$ cat src/hdl/rst_ctrl_pkg.sv
// Constants for the reset and stop-recovery controller.
package rst_ctrl_pkg;

  // Register map on the 12-bit register port.
  localparam logic [11:0] STATUS_ADDR = 12'hFF0;
  localparam logic [11:0] OPTCTL_ADDR = 12'hFF4;

  // Cause flags held in the watchdog control register.
  localparam int POR_BIT = 7;
  localparam int STOP_BIT = 6;
  localparam int DOG_CAUSE_BIT = 5;
  localparam int PIN_CAUSE_BIT = 4;
  localparam logic [7:0] CAUSE_MASK = 8'hF0;
  localparam logic [7:0] STAT_RESET = 8'h80;

  // Option register fields and reset value.
  localparam int OPT_TO_RESET_BIT = 0;
  localparam int OPT_BO_STOP_BIT = 1;
  localparam logic [1:0] OPT_RESET = 2'h3;

  // Reset latency: watchdog oscillator ticks, then system clocks.
  localparam int OSC_TICKS = 66;
  localparam int CLK_CYCLES = 16;
  localparam logic [6:0] OSC_LAST = 7'(OSC_TICKS - 1);
  localparam logic [4:0] CLK_LAST = 5'(CLK_CYCLES - 1);

  // Least low time of the external reset pin, in system clocks.
  localparam logic [2:0] EXT_MIN = 3'h4;

  // Reset vector location in program memory.
  localparam logic [15:0] VEC_HI_ADDR = 16'h0002;
  localparam logic [15:0] VEC_LO_ADDR = 16'h0003;

  localparam int WAKE_W = 8;

  // Synchroniser reset value: the reset pin and the debug pin rest high.
  localparam logic [12:0] SYNC_IDLE = 13'h0018;

  typedef enum logic [3:0] {
    ST_RUN = 4'b0001,
    ST_OSC = 4'b0010,
    ST_CLK = 4'b0100,
    ST_HOLD = 4'b1000
  } rst_state_t;

endpackage : rst_ctrl_pkg

$ cat src/hdl/reset_and_stop_recovery_ctrl.sv
// Reset and stop-mode recovery sequencer with cause recording.
//
// Strobed register access was chosen for this implementation.
`timescale 1ns/10ps
module reset_and_stop_recovery_ctrl (
  input wire logic ref_clk, // System clock, 20 MHz.
  input wire logic resetn, // Synchronous reset, active low.
  input wire logic ce, // Clock enable; low freezes all state.
  input wire logic [11:0] addr, // Register address.
  input wire logic [7:0] wdata, // Register write data.
  input wire logic wr, // Register write strobe.
  input wire logic rd, // Register read strobe.
  output logic [7:0] rdata, // Read data, cycle after rd.
  input wire logic wdt_osc, // Watchdog RC oscillator, async.
  input wire logic supply_low, // Supply below power-on level, async.
  input wire logic brownout_detector, // Brown-out detect, async.
  input wire logic ext_reset_n, // External reset pin, async.
  input wire logic debug_pin, // Debug pin, async.
  input wire logic [7:0] wake_pins, // Wake-up pins, async.
  input wire logic [7:0] wake_en, // Wake-up enables per pin.
  input wire logic stop_mode, // Core is in stop mode.
  input wire logic wdt_timeout, // Watchdog time-out pulse.
  input wire logic dbg_rst_req, // Debugger reset request bit.
  output logic dbg_rst_clr, // Pulse: clear debugger request.
  output logic core_reset, // Core held in reset.
  output logic periph_reset, // Control registers to reset values.
  output logic gpio_force_input, // All GPIO pins to input.
  output logic sys_clk_en, // System clock running.
  output logic vec_fetch, // Pulse: fetch reset vector.
  output logic [15:0] vec_hi_addr, // Vector high byte address.
  output logic [15:0] vec_lo_addr, // Vector low byte address.
  output logic wdt_irq // Pulse: watchdog interrupt after wake.
);

  // Two-stage synchronisers for everything off the clock domain.
  logic [12:0] async_in;
  logic [12:0] sync1_ff;
  logic [12:0] sync2_ff;
  logic osc_prev_ff;
  logic [7:0] wake_prev_ff;

  assign async_in = {wake_pins, debug_pin, ext_reset_n,
                     brownout_detector, supply_low, wdt_osc};

  always_ff @(posedge ref_clk) begin
    if (!resetn) begin
      sync1_ff <= rst_ctrl_pkg::SYNC_IDLE;
      sync2_ff <= rst_ctrl_pkg::SYNC_IDLE;
      osc_prev_ff <= 1'b0;
      wake_prev_ff <= 8'h00;
    end else if (ce) begin
      sync1_ff <= async_in;
      sync2_ff <= sync1_ff;
      osc_prev_ff <= sync2_ff[0];
      wake_prev_ff <= sync2_ff[12:5];
    end
  end

  logic osc_s;
  logic supply_s;
  logic bo_s;
  logic ext_n_s;
  logic dbg_pin_s;
  logic [7:0] wake_s;
  logic osc_tick;

  assign osc_s = sync2_ff[0];
  assign supply_s = sync2_ff[1];
  assign bo_s = sync2_ff[2];
  assign ext_n_s = sync2_ff[3];
  assign dbg_pin_s = sync2_ff[4];
  assign wake_s = sync2_ff[12:5];
  assign osc_tick = osc_s & ~osc_prev_ff;

  // Wake-up change detection, one lane per pin.
  logic [7:0] wake_chg;
  genvar gi;
  generate
    for (gi = 0; gi < rst_ctrl_pkg::WAKE_W; gi++) begin : g_wake
      assign wake_chg[gi] = wake_en[gi] &
        (wake_s[gi] ^ wake_prev_ff[gi]);
    end
  endgenerate

  // Registers, state and counters.
  rst_ctrl_pkg::rst_state_t state_ff;
  rst_ctrl_pkg::rst_state_t nxt_state;
  logic [6:0] osc_cnt_ff;
  logic [6:0] nxt_osc_cnt;
  logic [4:0] clk_cnt_ff;
  logic [4:0] nxt_clk_cnt;
  logic [2:0] ext_cnt_ff;
  logic [2:0] nxt_ext_cnt;
  logic sys_type_ff;
  logic nxt_sys_type;
  logic [7:0] stat_ff;
  logic [7:0] nxt_stat;
  logic [1:0] opt_ff;
  logic [1:0] nxt_opt;
  logic irq_pend_ff;
  logic nxt_irq_pend;
  logic fetch_ff;
  logic nxt_fetch;
  logic dbg_clr_ff;
  logic nxt_dbg_clr;
  logic irq_ff;
  logic nxt_irq;
  logic [7:0] rdata_ff;
  logic [7:0] nxt_rdata;

  logic timeout_reset_option;
  logic bo_stop_opt;
  logic sup_evt;
  logic ext_ok;
  logic wdt_sys;
  logic sys_evt;
  logic rec_evt;
  logic [7:0] sys_cause;
  logic [7:0] rec_cause;

  assign timeout_reset_option = opt_ff[rst_ctrl_pkg::OPT_TO_RESET_BIT];
  assign bo_stop_opt = opt_ff[rst_ctrl_pkg::OPT_BO_STOP_BIT];

  // Supply events win over all others; a brown-out counts in stop mode only when bo_stop_opt is set.
  assign sup_evt = supply_s |
    (bo_s & (~stop_mode | bo_stop_opt));
  assign ext_ok = (ext_cnt_ff == rst_ctrl_pkg::EXT_MIN);
  assign wdt_sys = wdt_timeout & timeout_reset_option;

  // Source classification by operating mode.
  always_comb begin
    sys_evt = 1'b0;
    rec_evt = 1'b0;
    sys_cause = 8'h00;
    rec_cause = 8'h00;
    rec_cause[rst_ctrl_pkg::STOP_BIT] = 1'b1;
    if (stop_mode) begin
      sys_evt = ext_ok | ~dbg_pin_s;
      rec_evt = wdt_timeout | (|wake_chg);
      rec_cause[rst_ctrl_pkg::DOG_CAUSE_BIT] = wdt_timeout;
    end else begin
      sys_evt = ext_ok | wdt_sys | dbg_rst_req;
    end
    if (ext_ok) begin
      sys_cause[rst_ctrl_pkg::PIN_CAUSE_BIT] = 1'b1;
    end else if (!stop_mode && wdt_sys) begin
      sys_cause[rst_ctrl_pkg::DOG_CAUSE_BIT] = 1'b1;
    end else if (!stop_mode) begin
      sys_cause[rst_ctrl_pkg::POR_BIT] = 1'b1;
    end
  end

  // Sequencer, cause register, options and read port.
  always_comb begin
    nxt_state = state_ff;
    nxt_osc_cnt = osc_cnt_ff;
    nxt_clk_cnt = clk_cnt_ff;
    nxt_sys_type = sys_type_ff;
    nxt_stat = stat_ff;
    nxt_opt = opt_ff;
    nxt_irq_pend = irq_pend_ff;
    nxt_fetch = 1'b0;
    nxt_dbg_clr = 1'b0;
    nxt_irq = 1'b0;
    nxt_rdata = 8'h00;
    nxt_ext_cnt = ext_cnt_ff;
    if (ext_n_s) begin
      nxt_ext_cnt = 3'h0;
    end else if (!ext_ok) begin
      nxt_ext_cnt = ext_cnt_ff + 3'h1;
    end
    if (rd) begin
      if (addr == rst_ctrl_pkg::STATUS_ADDR) begin
        nxt_rdata = stat_ff;
      end else if (addr == rst_ctrl_pkg::OPTCTL_ADDR) begin
        nxt_rdata[rst_ctrl_pkg::OPT_TO_RESET_BIT] =
          opt_ff[rst_ctrl_pkg::OPT_TO_RESET_BIT];
        nxt_rdata[rst_ctrl_pkg::OPT_BO_STOP_BIT] =
          opt_ff[rst_ctrl_pkg::OPT_BO_STOP_BIT];
      end
    end
    // Software clears cause flags by writing ones; hardware sets win.
    if (wr) begin
      if (addr == rst_ctrl_pkg::STATUS_ADDR) begin
        nxt_stat = stat_ff & ~(wdata & rst_ctrl_pkg::CAUSE_MASK);
      end else if (addr == rst_ctrl_pkg::OPTCTL_ADDR) begin
        nxt_opt[rst_ctrl_pkg::OPT_TO_RESET_BIT] =
          wdata[rst_ctrl_pkg::OPT_TO_RESET_BIT];
        nxt_opt[rst_ctrl_pkg::OPT_BO_STOP_BIT] =
          wdata[rst_ctrl_pkg::OPT_BO_STOP_BIT];
      end
    end
    case (state_ff)
      rst_ctrl_pkg::ST_RUN: begin
        if (sys_evt) begin
          nxt_state = rst_ctrl_pkg::ST_OSC;
          nxt_osc_cnt = 7'h00;
          nxt_sys_type = 1'b1;
          nxt_stat = sys_cause;
          nxt_dbg_clr = dbg_rst_req & ~stop_mode;
        end else if (rec_evt) begin
          nxt_state = rst_ctrl_pkg::ST_OSC;
          nxt_osc_cnt = 7'h00;
          nxt_sys_type = 1'b0;
          nxt_stat = rec_cause;
          nxt_irq_pend = wdt_timeout & ~timeout_reset_option;
        end
      end
      rst_ctrl_pkg::ST_OSC: begin
        if (osc_tick) begin
          if (osc_cnt_ff == rst_ctrl_pkg::OSC_LAST) begin
            nxt_state = rst_ctrl_pkg::ST_CLK;
            nxt_clk_cnt = 5'h00;
          end else begin
            nxt_osc_cnt = osc_cnt_ff + 7'h01;
          end
        end
      end
      rst_ctrl_pkg::ST_CLK: begin
        if (clk_cnt_ff == rst_ctrl_pkg::CLK_LAST) begin
          if (!ext_n_s) begin
            nxt_state = rst_ctrl_pkg::ST_HOLD;
          end else begin
            nxt_state = rst_ctrl_pkg::ST_RUN;
            nxt_fetch = 1'b1;
          end
        end else begin
          nxt_clk_cnt = clk_cnt_ff + 5'h01;
        end
      end
      rst_ctrl_pkg::ST_HOLD: begin
        if (ext_n_s) begin
          nxt_state = rst_ctrl_pkg::ST_RUN;
          nxt_fetch = 1'b1;
        end
      end
      default: begin
        nxt_state = rst_ctrl_pkg::ST_OSC;
      end
    endcase
    if (nxt_fetch && irq_pend_ff) begin
      nxt_irq = 1'b1;
      nxt_irq_pend = 1'b0;
    end
    // Supply low, or a brown-out outside stop mode or with bo_stop_opt set, restarts a full power-on sequence.
    if (sup_evt) begin
      nxt_state = rst_ctrl_pkg::ST_OSC;
      nxt_osc_cnt = 7'h00;
      nxt_sys_type = 1'b1;
      nxt_stat = rst_ctrl_pkg::STAT_RESET;
      nxt_irq_pend = 1'b0;
      nxt_fetch = 1'b0;
      nxt_irq = 1'b0;
    end
  end

  always_ff @(posedge ref_clk) begin
    if (!resetn) begin
      state_ff <= rst_ctrl_pkg::ST_OSC;
      osc_cnt_ff <= 7'h00;
      clk_cnt_ff <= 5'h00;
      ext_cnt_ff <= 3'h0;
      sys_type_ff <= 1'b1;
      stat_ff <= rst_ctrl_pkg::STAT_RESET;
      opt_ff <= rst_ctrl_pkg::OPT_RESET;
      irq_pend_ff <= 1'b0;
      fetch_ff <= 1'b0;
      dbg_clr_ff <= 1'b0;
      irq_ff <= 1'b0;
      rdata_ff <= 8'h00;
    end else if (ce) begin
      state_ff <= nxt_state;
      osc_cnt_ff <= nxt_osc_cnt;
      clk_cnt_ff <= nxt_clk_cnt;
      ext_cnt_ff <= nxt_ext_cnt;
      sys_type_ff <= nxt_sys_type;
      stat_ff <= nxt_stat;
      opt_ff <= nxt_opt;
      irq_pend_ff <= nxt_irq_pend;
      fetch_ff <= nxt_fetch;
      dbg_clr_ff <= nxt_dbg_clr;
      irq_ff <= nxt_irq;
      rdata_ff <= nxt_rdata;
    end
  end

  // Outputs come straight from the state and pulse registers.
  logic in_reset;
  assign in_reset = (state_ff != rst_ctrl_pkg::ST_RUN);
  assign core_reset = in_reset;
  assign periph_reset = in_reset & sys_type_ff;
  assign gpio_force_input = in_reset & sys_type_ff;
  assign sys_clk_en = (state_ff != rst_ctrl_pkg::ST_OSC);
  assign vec_fetch = fetch_ff;
  assign vec_hi_addr = rst_ctrl_pkg::VEC_HI_ADDR;
  assign vec_lo_addr = rst_ctrl_pkg::VEC_LO_ADDR;
  assign dbg_rst_clr = dbg_clr_ff;
  assign wdt_irq = irq_ff;
  assign rdata = rdata_ff;
endmodule : reset_and_stop_recovery_ctrl

$ cat config.mk
export PLATFORM = sky130hd
export DESIGN_NAME = reset_and_stop_recovery_ctrl
export DESIGN_NICKNAME = d
export VERILOG_FILES = /design/src/hdl/rst_ctrl_pkg.sv /design/src/hdl/reset_and_stop_recovery_ctrl.sv
export SDC_FILE = /design/constraint.sdc
export NUM_CORES = 1
export LEC_CHECK = 0
export ABC_AREA = 0
export BUFFER_PORTS_ARGS = -buffer_cell sky130_fd_sc_hd__buf_2
export CORE_MARGIN = 3
export CORE_UTILIZATION = 57
export DETAILED_ROUTE_END_ITERATION = 10
export PLACE_DENSITY = 0.85
export SYNTH_ARGS = -nofsm -noshare
export SYNTH_HDL_FRONTEND = slang
export SYNTH_SLANG_ARGS = --single-unit
$ cat constraint.sdc
create_clock -name ref_clk -period 4.5 [get_ports ref_clk]
set_clock_uncertainty 0.1 [all_clocks]
set_input_delay 0.675 -clock ref_clk [delete_from_list [all_inputs] [get_ports ref_clk]]
set_output_delay 0.675 -clock ref_clk [all_outputs]
set_load 0.01 [all_outputs]
==> impl_results.md <==
- Outcome: finished clean
- Post-CTS setup buffers: 0
- Yosys cell types: 57
- Max cap viols: 0
- Startpoint Class: flop
- Synthesized area per cell: 8.55 sq um
- Yosys Warn Count: 0
- Seq cells post-synth: 72
- CTS tree: built
- Final setup fails: 0
- Max VDD drop: 0.000309 V
- Ports: 96
- RSZ-0062 raised after global routing: no
- Clock-pin slew on the worst setup and hold paths: 0.07 ns
- Hold Violations, Final: 0
- Initial antenna violation count: 0
- Switching share of total power: 0.247
- Clock share of power: 0.429
- Port-buffer cells: 61
- CTS root buffer: clkbuf_8
- Hold buffers post-CTS: 0
- Psw: 0.000336 W
- Pre-Repair DR Iteration Count: 4
- Vias per std cell: 5.49
- Total power: 0.00136 W
- Clk sinks: 72
- Final #Nets: 531
- DRT iter0 DRCs: 155
- Fin crit period: 2.83 ns
- Reg2reg setup slack: 1.67 ns
- Worst hold margin: 0.363 ns
- Routed Antenna Nets: 0
- Final wirelength: 7840 um
- Slew Limit Fails: 0
- Worst Setup End Kind: flop
- Worst Path Max Fanout: 8
- Core Region: 6060 sq um
- Die H: 85.9 um
- Initial Util: 0.600
- Residual DRC: 0
- Comb pwr share: 0.084
- CTS-repair resized insts: 0
- Skew-Pair Late Insertion Delay: 0.36 ns
- Wire length per cell: 14.1 um
- Leak pwr: 1.82 nW
- ANT cells: 0
- Int Pwr: 0.00102 W
- Via count of the first global-routing pass: 2,878
- Fraction of layout cells with a size suffix above 1: 0.187
- Finished Layout Cells: 556
- Largest net degree at the start of global routing: 56
- Row count: 28
- Final period utilization: 0.629
- Worst-Margin Slew: 0.913 ns
- Placed insts: 540
- H-tree level count: 3
- Seq pwr share: 0.487
- Mapped Area: 3630 sq um
- Syn Inst Count: 425
- CP Data Arrival Time: 3.02 ns
- CTS Buf Count: 9
- Clock Path Buffers: 2
- GR Util All Layers: 0.217
- Overflow left after global routing: 0
- First-pass GRT wire length: 12,800 um
- Setup Crit Path Kind: flop to flop
- Setup TNS: 0 ns
- Rel. slew slack: 0.391
- Hold WC Path Type: flop to flop
- EDFF count, synth: 0
- Die area: 7370 sq um
- Vias post-DR: 3,053
- CP required: 4.69 ns
- Ys async rst share: 0
- Routability cong.: 0.910
- Die width: 85.9 um
- Pwr dens: 335 nW/um^2
- Synth Flop Type: dfxtp_1
- Post-synthesis sequential area ratio: 0.397
- Post-synthesis to final-layout area growth: 11.6%
- Fmax: 353 MHz
- Detail Placement HPWL: 5460 um
## state kept, by name (all words and copies together), names as in the netlist, 2 cells and up
signal	cells
osc_cnt_ff	7
state_ff	4
sync1_ff	13
ext_cnt_ff	3
rdata	7
sync2_ff	13
wake_prev_ff	8
clk_cnt_ff	5
opt_ff	2
stat_ff	4
## synthesized netlist by cell type, types with 8 or more instances
master / count / area (sq um)
o21ai_0: 15 / 75.1
xor2_1: 8 / 70.1
clkbuf_1: 15 / 56.3
nand3_1: 20 / 100
nor2_1: 47 / 176
mux2i_1: 37 / 370
inv_1: 10 / 37.5
buf_4: 34 / 255
nor3_1: 9 / 45.0
dfxtp_1: 72 / 1440
a21oi_1: 32 / 160
nand2_1: 31 / 116
## stage by stage
| stage | worst slack (ns) | instance area, sq um | util |
|---|---|---|---|
| final | 1.67 | 4060 | 0.669 |
| after CTS | 1.68 | 4060 | 0.669 |
| after floorplan | 2.07 | 3750 | - |
| after detailed placement | 1.39 | 3830 | 0.632 |
| after global routing | 1.34 | 4060 | 0.669 |
| after global placement | 1.53 | 3830 | 0.632 |
## power by group through the flow
stage / sequential [W] / combinational [W] / clock [W]
final: 0.000661 / 0.000114 / 0.000582
after CTS: 0.000661 / 0.000113 / 0.000589
after global routing: 0.000663 / 0.000127 / 0.000616
after detailed placement: 0.000676 / 0.000112 / 0
after floorplan: 0.000672 / 0.0000984 / 0
after global placement: 0.000674 / 0.000110 / 0
## layout by cell type (no fill, tap or decap), types with 4 or more instances in the layout
master / instances
inv_1: 10
a21o_1: 4
nand3_1: 20
buf_2: 61
xor2_1: 8
a21oi_1: 32
and3_1: 5
nand3b_1: 4
o21ai_0: 15
nand2_1: 31
nor2b_1: 5
clkbuf_8: 10
nor3_1: 9
or3_1: 4
nand4_1: 4
nor2_1: 47
conb_1: 32
ha_1: 6
dfxtp_1: 72
mux2i_1: 37
## cells by family (layout without fill, tap and decap cells)
| kind of cell | Yosys count | after routing | synth area share |
|---|---|---|---|
| flip-flops | 72 | 72 | 0.397 |
| adder cells (fa/ha/maj) | 6 | 6 | 0.0207 |
| AND/OR/NAND/NOR | 157 | 157 | 0.222 |
| AO/OA/AOI/OAI | 80 | 80 | 0.137 |
| multiplexers | 37 | 37 | 0.102 |
| XOR/XNOR | 8 | 8 | 0.0193 |
| other | 2 | 32 | 0.00207 |
| buffers and inverters | 63 | 89 | 0.101 |
## worst max-delay path: stages, from the launching register on
cell	delay, ns
dfxtp_1	0.40
inv_1	0.09
ha_1	0.23
and2_1	0.20
a21oi_1	0.38
nand3_1	0.25
nor3_1	0.74
o311ai_0	0.25
o21ai_0	0.11
## area by class of cell
class	instances	area, sq um
inverter	11	41.3
fill	515	2000
clock buffer	10	138
sequential	72	1440
timing repair buffer	62	313
tap	75	93.8
clock inverter	6	90.1
multi-input combinational	320	1940
## per-layer routing
metal | track usage | wire length [um] | share of wire | vias to the layer above
met3 | 0.0759 | 572 | 0.073 | 14
met1 | 0.261 | 3330 | 0.42 | 1409
li1 | - | - | - | 1534
met2 | 0.357 | 3810 | 0.49 | 96
met4 | 0.0777 | 126 | 0.016 | 0
met5 | 0 | 0 | 0 | -
## final timing paths
path	startpoint	to	cells past startpoint
max reg2reg	ext_cnt_ff[0]	osc_cnt_ff[3]	8
min	rdata[4]	rdata[4]	2
max	ext_cnt_ff[0]	osc_cnt_ff[3]	8
min reg2reg	rdata[4]	rdata[4]	2
Power figures use the tool's default switching activity.
